[src/pot_pkg.sv]
// Constants shared by the wiper control slave and its pin sampler
package pot_pkg;
	// Register addresses
	localparam logic [4:0] WIPER_ADDR     = 5'h00;
	localparam logic [4:0] WIPER_ADDR_ALT = 5'h01;
	localparam logic [4:0] CTRL_ADDR      = 5'h10;
	// Reset values
	localparam logic [7:0] WIPER_RESET    = 8'h80;
	localparam logic [7:0] CTRL_RESET     = 8'h40;
	// Access control register fields
	localparam int         SHUTDOWN_N_POS = 6;
	localparam int         ODRAIN_POS     = 1;
	localparam logic [7:0] CTRL_WR_MASK   = 8'h42;
	// Instruction byte layout and opcodes
	localparam int         OPC_MSB        = 7;
	localparam int         OPC_LSB        = 5;
	localparam int         ADDR_MSB       = 4;
	localparam logic [2:0] OPC_NOP        = 3'h0;
	localparam logic [2:0] OPC_CTRL_RD    = 3'h1;
	localparam logic [2:0] OPC_CTRL_WR    = 3'h3;
	localparam logic [2:0] OPC_REG_RD     = 3'h4;
	localparam logic [2:0] OPC_REG_WR     = 3'h6;
	localparam logic [2:0] ECHO_CODE      = 3'h7;
	// Byte positions inside a frame
	localparam logic [2:0] BYTE_INSTR     = 3'h0;
	localparam logic [2:0] BYTE_DATA      = 3'h1;
	localparam logic [2:0] BYTE_ECHO      = 3'h2;
	localparam logic [2:0] BYTE_VALUE     = 3'h3;
	localparam logic [2:0] BYTE_SAT       = 3'h4;
	// Timing
	localparam int         CLK_FREQ_MHZ   = 100;
	localparam int         SETTLE_TIME_NS = 1000;
	localparam int         SETTLE_CYCLES  =
		(SETTLE_TIME_NS * CLK_FREQ_MHZ + 999) / 1000;
	localparam int         SYNC_STAGES    = 3;
endpackage : pot_pkg

[src/spi_pins_if.sv]
// Sampled serial pin levels and edge pulses between sampler and core
`timescale 1ns/1ps
interface spi_pins_if;
	logic sck_rise;
	logic sck_fall;
	logic cs_n_lvl;
	logic cs_fall;
	logic cs_rise;
	logic sdi_lvl;

	modport src (
		output sck_rise,
		output sck_fall,
		output cs_n_lvl,
		output cs_fall,
		output cs_rise,
		output sdi_lvl
	);
	modport dst (
		input sck_rise,
		input sck_fall,
		input cs_n_lvl,
		input cs_fall,
		input cs_rise,
		input sdi_lvl
	);
endinterface : spi_pins_if

[src/spi_pin_sampler.sv]
// Three-stage sampler for the serial pins with agreement filter
`timescale 1ns/1ps
module spi_pin_sampler
	import pot_pkg::*;
(
	// Clock and reset
	input  wire logic clk,
	input  wire logic rstn,
	// Raw pins
	input  wire logic sck,
	input  wire logic cs_n,
	input  wire logic sdi,
	// Sampled view
	spi_pins_if.src   pins
);
	// Reset to idle levels: clock low, select high, data low
	localparam logic [2:0] RST_LVL = 3'h2;
	localparam int         N_PINS  = 3;

	logic [2:0] raw;
	logic [2:0] s1_q;
	logic [2:0] s2_q;
	logic [2:0] s3_q;
	logic [2:0] lvl_q;
	logic [2:0] lvl_prev_q;
	logic [2:0] agree;

	assign raw   = {sdi, cs_n, sck};
	assign agree = ~(s2_q ^ s3_q);

	genvar i;
	generate
		for (i = 0; i < N_PINS; i++) begin : g_pin
			always_ff @(posedge clk or negedge rstn) begin
				if (!rstn) begin
					s1_q[i]       <= RST_LVL[i];
					s2_q[i]       <= RST_LVL[i];
					s3_q[i]       <= RST_LVL[i];
					lvl_q[i]      <= RST_LVL[i];
					lvl_prev_q[i] <= RST_LVL[i];
				end else begin
					s1_q[i]       <= raw[i];
					s2_q[i]       <= s1_q[i];
					s3_q[i]       <= s2_q[i];
					// A change counts only once stages two and three agree
					if (agree[i])
						lvl_q[i] <= s3_q[i];
					lvl_prev_q[i] <= lvl_q[i];
				end
			end
		end
	endgenerate

	assign pins.sck_rise = lvl_q[0] & ~lvl_prev_q[0];
	assign pins.sck_fall = ~lvl_q[0] & lvl_prev_q[0];
	assign pins.cs_n_lvl = lvl_q[1];
	assign pins.cs_fall  = ~lvl_q[1] & lvl_prev_q[1];
	assign pins.cs_rise  = lvl_q[1] & ~lvl_prev_q[1];
	assign pins.sdi_lvl  = lvl_q[2];
endmodule : spi_pin_sampler

[src/spi_wiper_control_slave.sv]
// Serial control slave for a 256-tap potentiometer wiper
// What this block does
// - Hold 8-bit wiper code, 00h low end.
// - Wiper code resets to mid-scale 80h.
// - Wiper at address 0, control at 10h.
// - Control bit 1 selects open-drain serial output.
// - Control bit 6 low forces shutdown.
// - Shutdown keeps code; resume after settling.
// - Sample input on rise, change output on fall.
// - Device is slave only, never drives clock/select.
// - Bytes shift most significant bit first.
// - First byte: opcode 7..5, address 4..0.
// - Address 0 or 1 wiper, 10000 control.
// - Decode nop, control read/write, addressed read/write.
// - Writes execute on select rising edge.
// - Read frame returns echo, then register value.
// - Output released while select high.
// - Echo is 111 followed by read address.
`timescale 1ns/1ps
module spi_wiper_control_slave
	import pot_pkg::*;
#(
	parameter int SETTLE_CYC = SETTLE_CYCLES
) (
	// Clock and reset
	input  wire logic       clk,
	input  wire logic       rstn,
	// Serial pins; sck, cs_n and sdi driven by the host, sdo_o and sdo_oe by the slave
	input  wire logic       sck,
	input  wire logic       cs_n,
	input  wire logic       sdi,
	output logic            sdo_o,
	output logic            sdo_oe,
	// Potentiometer array control
	output logic [7:0]      wiper_code,
	output logic [7:0]      tap_code,
	output logic            array_open,
	output logic            wiper_to_low
);
	typedef enum logic [1:0] {UNARMED, STANDBY, ACTIVE} frame_st_t;
	typedef enum logic [1:0] {RUN, OFF, SETTLE} pwr_st_t;

	// Cycles after reset before the sampler shows real pin levels
	localparam int ARM_CYC = SYNC_STAGES + 2;

	spi_pins_if pins ();

	spi_pin_sampler u_sampler (
		.clk  (clk),
		.rstn (rstn),
		.sck  (sck),
		.cs_n (cs_n),
		.sdi  (sdi),
		.pins (pins.src)
	);

	// Address decode, used for reads and writes
	function automatic logic is_wiper_addr(input logic [4:0] a);
		return (a == WIPER_ADDR) || (a == WIPER_ADDR_ALT);
	endfunction : is_wiper_addr

	function automatic logic is_ctrl_addr(input logic [4:0] a);
		return a == CTRL_ADDR;
	endfunction : is_ctrl_addr

	frame_st_t   frame_q;
	frame_st_t   frame_d;
	pwr_st_t     pwr_q;
	pwr_st_t     pwr_d;
	logic [2:0]  bit_cnt_q;
	logic [2:0]  byte_cnt_q;
	logic [7:0]  shift_in_q;
	logic [7:0]  instr_q;
	logic [7:0]  data_q;
	logic [7:0]  shift_out_q;
	logic [7:0]  wiper_q;
	logic [7:0]  ctrl_q;
	logic [15:0] settle_q;
	logic        sdo_o_q;
	logic        sdo_oe_q;
	logic [7:0]  tap_q;
	logic        open_q;
	logic        low_q;
	logic [2:0]  arm_cnt_q;

	// Decode and selection nets
	logic        armed;
	logic        active;
	logic        bit_rise;
	logic        bit_fall;
	logic [7:0]  byte_in;
	logic        byte_done;
	logic [2:0]  opcode;
	logic [4:0]  addr;
	logic        op_ctrl_rd;
	logic        op_ctrl_wr;
	logic        op_reg_rd;
	logic        op_reg_wr;
	logic        is_read;
	logic [4:0]  rd_addr;
	logic [7:0]  echo_byte;
	logic [7:0]  ctrl_view;
	logic [7:0]  rd_value;
	logic        load_echo;
	logic        load_val;
	logic        wr_ok;
	logic        wr_wiper;
	logic        wr_ctrl;
	logic        odrain;
	logic        cur_bit;
	logic        shutdown_req;

	// Byte assembly and instruction fields
	assign active    = (frame_q == ACTIVE);
	assign bit_rise  = active & pins.sck_rise;
	assign bit_fall  = active & pins.sck_fall;
	assign byte_in   = {shift_in_q[6:0], pins.sdi_lvl};
	assign byte_done = bit_rise & (bit_cnt_q == 3'h7);
	assign opcode    = instr_q[OPC_MSB:OPC_LSB];
	assign addr      = instr_q[ADDR_MSB:0];

	// Opcode decode
	assign op_ctrl_rd = (opcode == OPC_CTRL_RD);
	assign op_ctrl_wr = (opcode == OPC_CTRL_WR);
	assign op_reg_rd  = (opcode == OPC_REG_RD);
	assign op_reg_wr  = (opcode == OPC_REG_WR);
	assign is_read    = op_ctrl_rd | op_reg_rd;

	// Read path: echo address and selected value
	assign rd_addr   = op_ctrl_rd ? CTRL_ADDR : addr;
	assign echo_byte = {ECHO_CODE, rd_addr};
	assign ctrl_view = ctrl_q & CTRL_WR_MASK;
	assign rd_value  = is_wiper_addr(rd_addr) ? wiper_q :
	                   is_ctrl_addr(rd_addr)  ? ctrl_view : 8'h00;
	assign load_echo = bit_fall & (bit_cnt_q == 3'h0) &
	                   (byte_cnt_q == BYTE_ECHO) & is_read;
	assign load_val  = bit_fall & (bit_cnt_q == 3'h0) &
	                   (byte_cnt_q == BYTE_VALUE) & is_read;

	// Write path, only with a full data byte received
	assign wr_ok    = active & pins.cs_rise &
	                  (byte_cnt_q >= BYTE_VALUE - 3'h1);
	assign wr_wiper = wr_ok & op_reg_wr & is_wiper_addr(addr);
	assign wr_ctrl  = wr_ok & (op_ctrl_wr |
	                  (op_reg_wr & is_ctrl_addr(addr)));

	// Pin drive for the serial output and the shutdown request
	assign odrain       = ctrl_q[ODRAIN_POS];
	assign cur_bit      = shift_out_q[7];
	assign shutdown_req = ~ctrl_q[SHUTDOWN_N_POS];

	// Power-up arming: the sampler leaves reset at the idle select
	// level, so a select already low at release looks like a fall.
	// Edges are ignored until the stages hold real pin levels.
	assign armed = (arm_cnt_q == 3'(ARM_CYC));

	always_ff @(posedge clk or negedge rstn) begin
		if (!rstn)
			arm_cnt_q <= 3'h0;
		else if (!armed)
			arm_cnt_q <= arm_cnt_q + 3'h1;
	end

	// Frame sequencing; frames count only after a select fall
	always_comb begin
		frame_d = frame_q;
		case (frame_q)
			UNARMED: if (pins.cs_fall && armed) frame_d = ACTIVE;
			STANDBY: if (pins.cs_fall) frame_d = ACTIVE;
			ACTIVE:  if (pins.cs_n_lvl) frame_d = STANDBY;
			default: frame_d = UNARMED;
		endcase
	end

	// Shutdown sequencing with settling before the wiper reconnects
	always_comb begin
		pwr_d = pwr_q;
		case (pwr_q)
			RUN:     if (shutdown_req) pwr_d = OFF;
			OFF:     if (!shutdown_req) pwr_d = SETTLE;
			SETTLE: begin
				if (shutdown_req)
					pwr_d = OFF;
				else if (settle_q == 16'(SETTLE_CYC - 1))
					pwr_d = RUN;
			end
			default: pwr_d = RUN;
		endcase
	end

	always_ff @(posedge clk or negedge rstn) begin
		if (!rstn) begin
			frame_q <= UNARMED;
			pwr_q   <= RUN;
		end else begin
			frame_q <= frame_d;
			pwr_q   <= pwr_d;
		end
	end

	// Bit and byte counters, cleared at each frame start
	always_ff @(posedge clk or negedge rstn) begin
		if (!rstn) begin
			bit_cnt_q  <= 3'h0;
			byte_cnt_q <= 3'h0;
		end else if (pins.cs_fall) begin
			bit_cnt_q  <= 3'h0;
			byte_cnt_q <= 3'h0;
		end else if (bit_rise) begin
			bit_cnt_q <= bit_cnt_q + 3'h1;
			if (byte_done && byte_cnt_q != BYTE_SAT)
				byte_cnt_q <= byte_cnt_q + 3'h1;
		end
	end

	// Input shifting on rising clock edges
	always_ff @(posedge clk or negedge rstn) begin
		if (!rstn) begin
			shift_in_q <= 8'h00;
			instr_q    <= 8'h00;
			data_q     <= 8'h00;
		end else if (bit_rise) begin
			shift_in_q <= byte_in;
			if (byte_done && byte_cnt_q == BYTE_INSTR)
				instr_q <= byte_in;
			if (byte_done && byte_cnt_q == BYTE_DATA)
				data_q <= byte_in;
		end
	end

	// Output shifting on falling clock edges; mode 0 idles low,
	// so the first fall after a byte presents the next MSB
	always_ff @(posedge clk or negedge rstn) begin
		if (!rstn) begin
			shift_out_q <= 8'h00;
		end else if (pins.cs_fall) begin
			shift_out_q <= 8'h00;
		end else if (load_echo) begin
			shift_out_q <= echo_byte;
		end else if (load_val) begin
			shift_out_q <= rd_value;
		end else if (bit_fall && bit_cnt_q != 3'h0) begin
			shift_out_q <= {shift_out_q[6:0], 1'b0};
		end
	end

	// Registers update only when select rises after a full data byte
	always_ff @(posedge clk or negedge rstn) begin
		if (!rstn) begin
			wiper_q <= WIPER_RESET;
			ctrl_q  <= CTRL_RESET;
		end else begin
			if (wr_wiper)
				wiper_q <= data_q;
			// Reserved bits masked on the way in and on readback
			if (wr_ctrl)
				ctrl_q <= data_q & CTRL_WR_MASK;
		end
	end

	// Settling counter for leaving shutdown
	always_ff @(posedge clk or negedge rstn) begin
		if (!rstn)
			settle_q <= 16'h0000;
		else if (pwr_q == SETTLE)
			settle_q <= settle_q + 16'h0001;
		else
			settle_q <= 16'h0000;
	end

	// Serial output drive; released whenever the frame is not live
	always_ff @(posedge clk or negedge rstn) begin
		if (!rstn) begin
			sdo_o_q  <= 1'b0;
			sdo_oe_q <= 1'b0;
		end else if (frame_q != ACTIVE || pins.cs_n_lvl) begin
			sdo_o_q  <= 1'b0;
			sdo_oe_q <= 1'b0;
		end else if (odrain) begin
			// Open drain only pulls low; the pull-up makes the one
			sdo_o_q  <= 1'b0;
			sdo_oe_q <= ~cur_bit;
		end else begin
			sdo_o_q  <= cur_bit;
			sdo_oe_q <= 1'b1;
		end
	end

	// Array control; stored code untouched while shut down
	always_ff @(posedge clk or negedge rstn) begin
		if (!rstn) begin
			tap_q  <= WIPER_RESET;
			open_q <= 1'b0;
			low_q  <= 1'b0;
		end else if (pwr_q == RUN && !shutdown_req) begin
			tap_q  <= wiper_q;
			open_q <= 1'b0;
			low_q  <= 1'b0;
		end else begin
			tap_q  <= 8'h00;
			open_q <= 1'b1;
			low_q  <= 1'b1;
		end
	end

	assign sdo_o        = sdo_o_q;
	assign sdo_oe       = sdo_oe_q;
	assign wiper_code   = wiper_q;
	assign tap_code     = tap_q;
	assign array_open   = open_q;
	assign wiper_to_low = low_q;
endmodule : spi_wiper_control_slave

[config.mk]
export PLATFORM = sky130hd
export DESIGN_NAME = spi_wiper_control_slave
export DESIGN_NICKNAME = d
export VERILOG_FILES = /design/src/pot_pkg.sv /design/src/spi_pins_if.sv /design/src/spi_pin_sampler.sv /design/src/spi_wiper_control_slave.sv
export SDC_FILE = /design/constraint.sdc
export NUM_CORES = 1
export LEC_CHECK = 0
export BUFFER_PORTS_ARGS = -buffer_cell sky130_fd_sc_hd__buf_2
export CORE_ASPECT_RATIO = 1.2
export CORE_UTILIZATION = 37
export DETAILED_ROUTE_END_ITERATION = 10
export GPL_TIMING_DRIVEN = 0
export MAX_ROUTING_LAYER = met4
export SYNTH_ARGS = -nofsm -noshare
export SYNTH_HDL_FRONTEND = slang
export SYNTH_SLANG_ARGS = --single-unit
[constraint.sdc]
create_clock -name clk -period 4.6 [get_ports clk]
set_input_delay 0.46 -clock clk [delete_from_list [all_inputs] [get_ports clk]]
set_output_delay 0.46 -clock clk [all_outputs]
set_load 0.1 [all_outputs]
==> qor.yml, run 1 <==
clock_network:
  clockBufferDepth: 2
  cts_buffers: 9
  cts_resized: 0
  clk_pin_slew_ns: 0.07
  insertion_delay_ns: 0.34
  postCtsSetupBuffers: 0
  cts_tree: "built"
  hold_buffers: 0
  clockRootBuffer: "clkbuf_16"
  cts_sinks: 95
  htree_levels: 3
yosys:
  synth_seq_cells: 95
  synth_sequential_area_ratio: 0.570
  yosysWarnings: 0
  synth_edf_count: 0
  syn_area_per_cell_um2: 12.2
  ys_async_sr_fraction: 1.00
  syn_nets: 359
  synth-main-ff-cell: "dfrtp_1"
  syn_inst: 343
  syn_area_mm2: 0.00419
  yosysUniqueCellTypes: 56
timing:
  slew_violations: 0
  skew_ns: 0.00857
  finalCritPeriodShare: 0.454
  worst_hold_slack_ns: 0.139
  fmax_mhz: 479
  finalSetupViolCount: 0
  max_slew.worst_pin.slew_ns: 0.830
  period_minus_slack_ns: 2.09
  rsz0062_at_grt: "false"
  hold_violations: 0
  finalSetupTns_ns: 0
  relSlewSlack: 0.445
pwr:
  clkPwrFrac: 0.428
  pwr-share-seq: 0.508
  peakVddDrop_uv: 170
  p_leak_nw: 2.21
  pwr_density_cell_mw_per_mm2: 374
  power_mw: 1.80
  combPwrFrac: 0.064
  swShare: 0.233
  switching_power_mw: 0.420
  intPower_mw: 1.38
worst_setup_path:
  path_class: "reg -> reg"
  r2r_slack_ns: 2.51
  crit_path_max_incr_delay_ns: 0.53
  cp_data_required_time_ns: 4.86
  path_cells: "inv_1, ha_1, nor2b_1, o21ai_0, a21oi_1, a22oi_1, o21ai_1"
  r2r_start: "bit_cnt_q[0]"
  endpoint_kind: "flop"
  cp-start-kind: "flop"
  reg2reg_depth: 7
  slowest_stage: "a21oi_1"
  crit_path_max_fanout: 8
  critPathArrivalTime_ns: 2.35
  r2r_end: "shift_out_q[6]"
die:
  row_count: 42
  die_w_um: 99.1
  ios: 25
  start_util: 0.380
  dieArea_mm2: 0.0118
  fp.dieH_um: 119
  coreArea_mm2: 0.0110
route:
  drc: 0
  wl_per_cell_um: 14.5
  drtAntennaViolNets: 0
  via_per_inst: 5.13
  first_pass_iters: 4
  vias: 2645
  dr.first_iter.drc_count: 64
  wl_um: 7480
place:
  dpl.hpwl_um: 5400
  gp_congestion: 0.791
  post-place-cells: 500
  io_buffers: 24
cells_and_area:
  final_common_cell: "dfrtp_1"
  num-nets-final: 395
  diodes: 0
  drive_above_1_share: 0.253
  syn_to_final_growth_pct: 15.1
  mostFrequentLayoutCells: "87 x dfrtp_1, 33 x mux2_2, 30 x nor2_1"
  num-fill-cells: 1034
  fin_cells: 516
grt:
  grt_first_pass_wirelength_um: 13000
  antenna_found_initial: 0
  grt_pass1_vias: 2661
  grt_max_degree: 52
  grt_usage: 0.144
  overflow: 0
outcome:
  outcome: "finished, final reports clean"
min_path:
  hp-class: "in -> async"
job:
  drv_cap: 0
## cell type report
class / count / area (um2) / share of cell area
inverter: 10 / 37.5 / 0.00778
timing repair buffer: 25 / 150 / 0.0311
clock inverter: 5 / 65.1 / 0.0135
multi-input combinational: 231 / 1730 / 0.359
sequential: 95 / 2390 / 0.495
clock buffer: 11 / 253 / 0.0524
buffer: 7 / 35.0 / 0.00726
tap: 132 / 165 / 0.0342
## through the flow
| stage | area (um2) | util | setup WS, ns |
|---|---|---|---|
| 3_3_place_gp | 4480 | 0.406 | 2.14 |
| 5_1_grt | 4820 | 0.437 | 2.25 |
| 3_5_place_dp | 4510 | 0.408 | 2.53 |
| 2_1_floorplan | 4190 | - | 2.82 |
| 6_report | 4820 | 0.437 | 2.51 |
| 4_1_cts | 4820 | 0.437 | 2.52 |
## cells by family after synthesis
group,synth area share
simple gates,0.157
xor+xnor,0.0376
compound gates,0.0702
mux,0.108
buf+inv,0.0173
flops,0.570
fa+ha+maj,0.0400
## cells in the mapped netlist, drive strengths merged, types with 2 or more instances
cell type  instances  area (um2)
nor4               5        43.8
buf                3        20.0
clkbuf             4        15.0
and3               7        43.8
and2               8        50.1
xnor2              7        61.3
or3b               2        17.5
maj3               3        30.0
nor3               3        15.0
mux2              33         372
inv               10        37.5
mux2i              8        80.1
nor2              31         119
and4               3        26.3
dfstp              8         210
xor2              11        96.3
nand3             11        60.1
dfrtp             87        2180
and4bb             2        25.0
nor3b              2        15.0
ha                11         138
nand2             19        71.3
a211oi             2        20.0
a31oi              3        18.8
o21ai              6        30.0
a22o               2        17.5
o21a               3        22.5
nand4              3        18.8
nor4b              2        17.5
a21oi             14        70.1
a21o               2        15.0
nand2b             7        46.3
o211ai             2        15.0
nor2b              5        31.3
## power by group through the flow
stage	logic, mW	clock network (mW)	registers [mW]
finish	0.115	0.772	0.917
floorplan	0.0720	0	0.927
global route	0.128	0.829	0.924
CTS	0.117	0.791	0.918
global placement	0.110	0	0.931
detailed placement	0.117	0	0.934
## state kept, by name (all words and copies together), names as in the netlist, 3 cells and up
name	count
bit_cnt_q	3
u_sampler.s1_q	3
u_sampler.s3_q	3
instr_q	8
tap_code	8
data_q	8
shift_out_q	8
wiper_code	8
settle_q	16
shift_in_q	7
u_sampler.s2_q	3
arm_cnt_q	3
byte_cnt_q	3
## per-layer routing
layer	share of wire	track usage	routed length (um)
met4	0.020	0.0561	146
met1	0.47	0.178	3530
met5	0	-	0
met3	0.027	0.0325	200
met2	0.48	0.229	3600
## worst max-delay path, delay by kind of cell, from the launching register on
kind / cells / cell delay (ns)
DFF: 1 / 0.41
adders and majority gates: 1 / 0.18
buffers and inverters: 1 / 0.07
and+or+nand+nor: 1 / 0.39
AOI/OAI and AO/OA: 4 / 0.97
## worst max-delay path by stage
| stage | startpoint | end | slack [ns] | cells past startpoint |
|---|---|---|---|---|
| after floorplan | wiper_to_low | wiper_to_low | 2.82 | 1 |
| after global placement | rstn | sdo_oe | 2.14 | 1 |
| after detailed placement | bit_cnt_q[0] | shift_out_q[6] | 2.53 | 7 |
| after CTS | bit_cnt_q[0] | shift_out_q[6] | 2.52 | 7 |
| after global routing | bit_cnt_q[0] | shift_out_q[6] | 2.25 | 7 |
| final | bit_cnt_q[0] | shift_out_q[6] | 2.51 | 7 |
No activity file was read; power rests on OpenSTA's default activity.
==> inputs of run 2 (changes only) <==
- ABC_AREA: default -> 1
- clock period: 4.6 -> 1.92 ns (I/O delays scaled with it)
==> qor.yml, run 2 <==
route:
  vias: 3113  # was 2645
  first_pass_iters: 5  # was 4
  drtAntennaViolNets: 0  # unchanged
  wl_per_cell_um: 12.0  # was 14.5 um
  drc: 0  # unchanged
  dr.first_iter.drc_count: 103  # was 64
  via_per_inst: 4.66  # was 5.13
  wl_um: 8020  # was 7480 um
timing:
  max_slew.worst_pin.slew_ns: 0.573  # was 0.830 ns
  finalCritPeriodShare: 0.912  # was 0.454
  hold_violations: 0  # unchanged
  rsz0062_at_grt: "false"  # unchanged
  slew_violations: 0  # unchanged
  finalSetupViolCount: 0  # unchanged
  period_minus_slack_ns: 1.75  # was 2.09 ns
  relSlewSlack: 0.616  # was 0.445
  fmax_mhz: 571  # was 479 MHz
  skew_ns: 0.00501  # was 0.00857 ns
worst_setup_path:
  cp_data_required_time_ns: 2.16  # was 4.86 ns
  cp-startpoint: "bit_cnt_q[0]"  # unchanged
  endpoint_kind: "flop"  # unchanged
  r2r_end: "shift_out_q[1]"  # was shift_out_q[6]
  critPathArrivalTime_ns: 1.99  # was 2.35 ns
  crit_path_max_fanout: 6  # was 8
  path_class: "reg -> reg"  # unchanged
  r2r_start: "bit_cnt_q[0]"  # unchanged
  r2r_slack_ns: 0.17  # was 2.51 ns
  cp-start-kind: "flop"  # unchanged
  reg2reg_depth: 11  # was 7
clock_network:
  cts_buffers: 9  # unchanged
  cts_sinks: 95  # unchanged
  clockBufferDepth: 2  # unchanged
  htree_levels: 3  # unchanged
  clk_pin_slew_ns: 0.06  # was 0.07 ns
  clockRootBuffer: "clkbuf_16"  # unchanged
  cts_tree: "built"  # unchanged
  insertion_delay_ns: 0.34  # about the same
  cts_resized: 0  # unchanged
cells_and_area:
  fin_cells: 668  # was 516
  mostFrequentLayoutCells: "106 x nand2_1, 87 x dfrtp_1, 57 x inv_1"  # was 87 x dfrtp_1, 33 x mux2_2, 30 x nor2_1
  diodes: 0  # unchanged
  seq_area_mm2: 0.00239  # unchanged
  top_register: "settle_q"  # unchanged
  num-nets-final: 525  # was 395
  num-fill-cells: 1109  # was 1034
  multiInputGateArea_mm2: 0.00166  # was 0.00173 mm2
  largest_reg_flops: 16  # unchanged
  final_common_cell: "nand2_1"  # was dfrtp_1
  syn_to_final_growth_pct: 15.9  # was 15.1%
  postLayoutCoreUtil: 0.449  # was 0.437
  drive_above_1_share: 0.167  # was 0.253
pwr:
  p_leak_nw: 2.36  # was 2.21 nW
  pwr_density_cell_mw_per_mm2: 878  # was 374 mW/mm2
  peakVddDrop_uv: 393  # was 170 uV
die:
  die_w_um: 101  # was 99.1 um
  start_util: 0.387  # was 0.380
  dieArea_mm2: 0.0122  # was 0.0118 mm2
  fp.dieH_um: 121  # was 119 um
  row_count: 42  # unchanged
  ios: 25  # unchanged
  coreArea_mm2: 0.0112  # was 0.0110 mm2
yosys:
  syn_inst: 469  # was 343
  synth_commonest_cells: "106 x nand2_1, 87 x dfrtp_1, 57 x inv_1"  # was 87 x dfrtp_1, 33 x mux2_2, 30 x nor2_1
  synth-main-ff-cell: "dfrtp_1"  # unchanged
  synth_seq_cells: 95  # unchanged
  synth_sequential_area_ratio: 0.551  # was 0.570
  yosysWarnings: 0  # unchanged
  syn_area_mm2: 0.00433  # was 0.00419 mm2
  yosysUniqueCellTypes: 39  # was 56
  synth.most_common_cell: "nand2_1"  # was dfrtp_1
  yosys.area.top_type_share: 0.502  # was 0.520
  ys_async_sr_fraction: 1.00  # unchanged
  synth_edf_count: 0  # unchanged
  yosysTopAreaCell: "dfrtp_1"  # unchanged
  synthTopCellsByArea: "dfrtp_1 50%, nand2_1 9.2%, inv_1 4.9%"  # was dfrtp_1 52%, mux2_2 8.9%, dfstp_2 5.0%
  syn_nets: 485  # was 359
  syn_area_per_cell_um2: 9.24  # was 12.2 um2
grt:
  grt_pass1_vias: 2986  # was 2661
  grt_usage: 0.153  # was 0.144
  grt_max_degree: 60  # was 52
  overflow: 0  # unchanged
  antenna_found_initial: 0  # unchanged
  grt_first_pass_wirelength_um: 14100  # was 13000 um
place:
  io_buffers: 24  # unchanged
  dpl.hpwl_um: 5840  # was 5400 um
  gp_congestion: 0.915  # was 0.791
  post-place-cells: 648  # was 500
outcome:
  outcome: "finished, final reports clean"  # unchanged
min_path:
  hp-class: "in -> async"  # unchanged
job:
  drv_cap: 0  # unchanged
-- run 2: changes by cell type in the layout (fill, tap and decap cells not counted), sizes merged, moves of 8 or more --
cell	before	now
mux2	33	0
mux2i	8	0
inv	11	61
and2	8	0
nand3	11	38
nor2	31	52
nand2	19	109
o21ai	6	48
-- run 2: final cells by class --
class | count | share of cell area
sequential | 95 | 0.475
clock inverter | 4 | 0.0139
buffer | 6 | 0.00971
timing repair buffer | 29 | 0.0379
inverter | 63 | 0.0473
clock buffer | 12 | 0.0471
tap | 154 | 0.0384
multi-input combinational | 305 | 0.331
-- run 2: logic make-up after synthesis --
| family | after synthesis | synth area share |
|---|---|---|
| compound gates | 67 | 0.0875 |
| xor+xnor | 5 | 0.0101 |
| fa+ha+maj | 14 | 0.0387 |
| buf+inv | 69 | 0.0661 |
| flops | 95 | 0.551 |
| simple gates | 219 | 0.247 |
-- run 2: critical path: stages (launching register included) --
cell and delay, ns:
dfrtp_1 0.38, inv_1 0.10, ha_1 0.16, nand2_1 0.17
inv_1 0.09, nand3_1 0.12, nor2_2 0.26, nand3_1 0.10
o21ai_0 0.09, nand2_1 0.07, nand2_1 0.06, nand2_1 0.04
-- run 2: power by group --
| group | leakage (nW) | switching [mW] | internal, mW |
|---|---|---|---|
| logic | 0.954 | 0.298 | 0.0982 |
| registers | 1.25 | 0.0581 | 2.10 |
| clock network | 0.151 | 0.716 | 1.14 |
| total | 2.36 | 1.07 | 3.34 |
-- run 2: layer usage --
metal  GRT usage  share of wire  routed length (um)
met3      0.0260          0.031                 247
met4      0.0734          0.018                 146
met1       0.188           0.46                3710
met5           -              0                   0
met2       0.247           0.49                3920
-- run 2: timing repair --
item / in CTS / in global routing
hold endpoints to repair: 34 / 0
buffers inserted: 0 / 0
hold buffers: 4 / 0
-- run 2: how the worst max path moves through the flow --
stage / to / cells after the start / slack [ns]
3_3_place_gp: shift_out_q[3] / 1 / -0.29
5_1_grt: shift_out_q[6] / 9 / 0.04
4_1_cts: shift_out_q[7] / 9 / 0.18
6_report: shift_out_q[1] / 11 / 0.17
2_1_floorplan: wiper_to_low / 1 / 0.40
3_5_place_dp: shift_out_q[1] / 11 / 0.19
-- run 2: stage by stage --
stage / worst slack (ns) / cell area (um2) / hold slack (ns) / power, mW / TNS (ns)
floorplan: 0.404 / 4330 / -0.104 / 2.46 / 0
global placement: -0.286 / 4650 / 0.299 / 2.57 / -24.38
detailed placement: 0.192 / 4680 / 0.196 / 2.59 / 0
CTS: 0.175 / 5020 / 0.353 / 4.48 / 0
global route: 0.0433 / 5020 / 0.358 / 4.60 / 0
finish: 0.168 / 5020 / 0.349 / 4.41 / 0
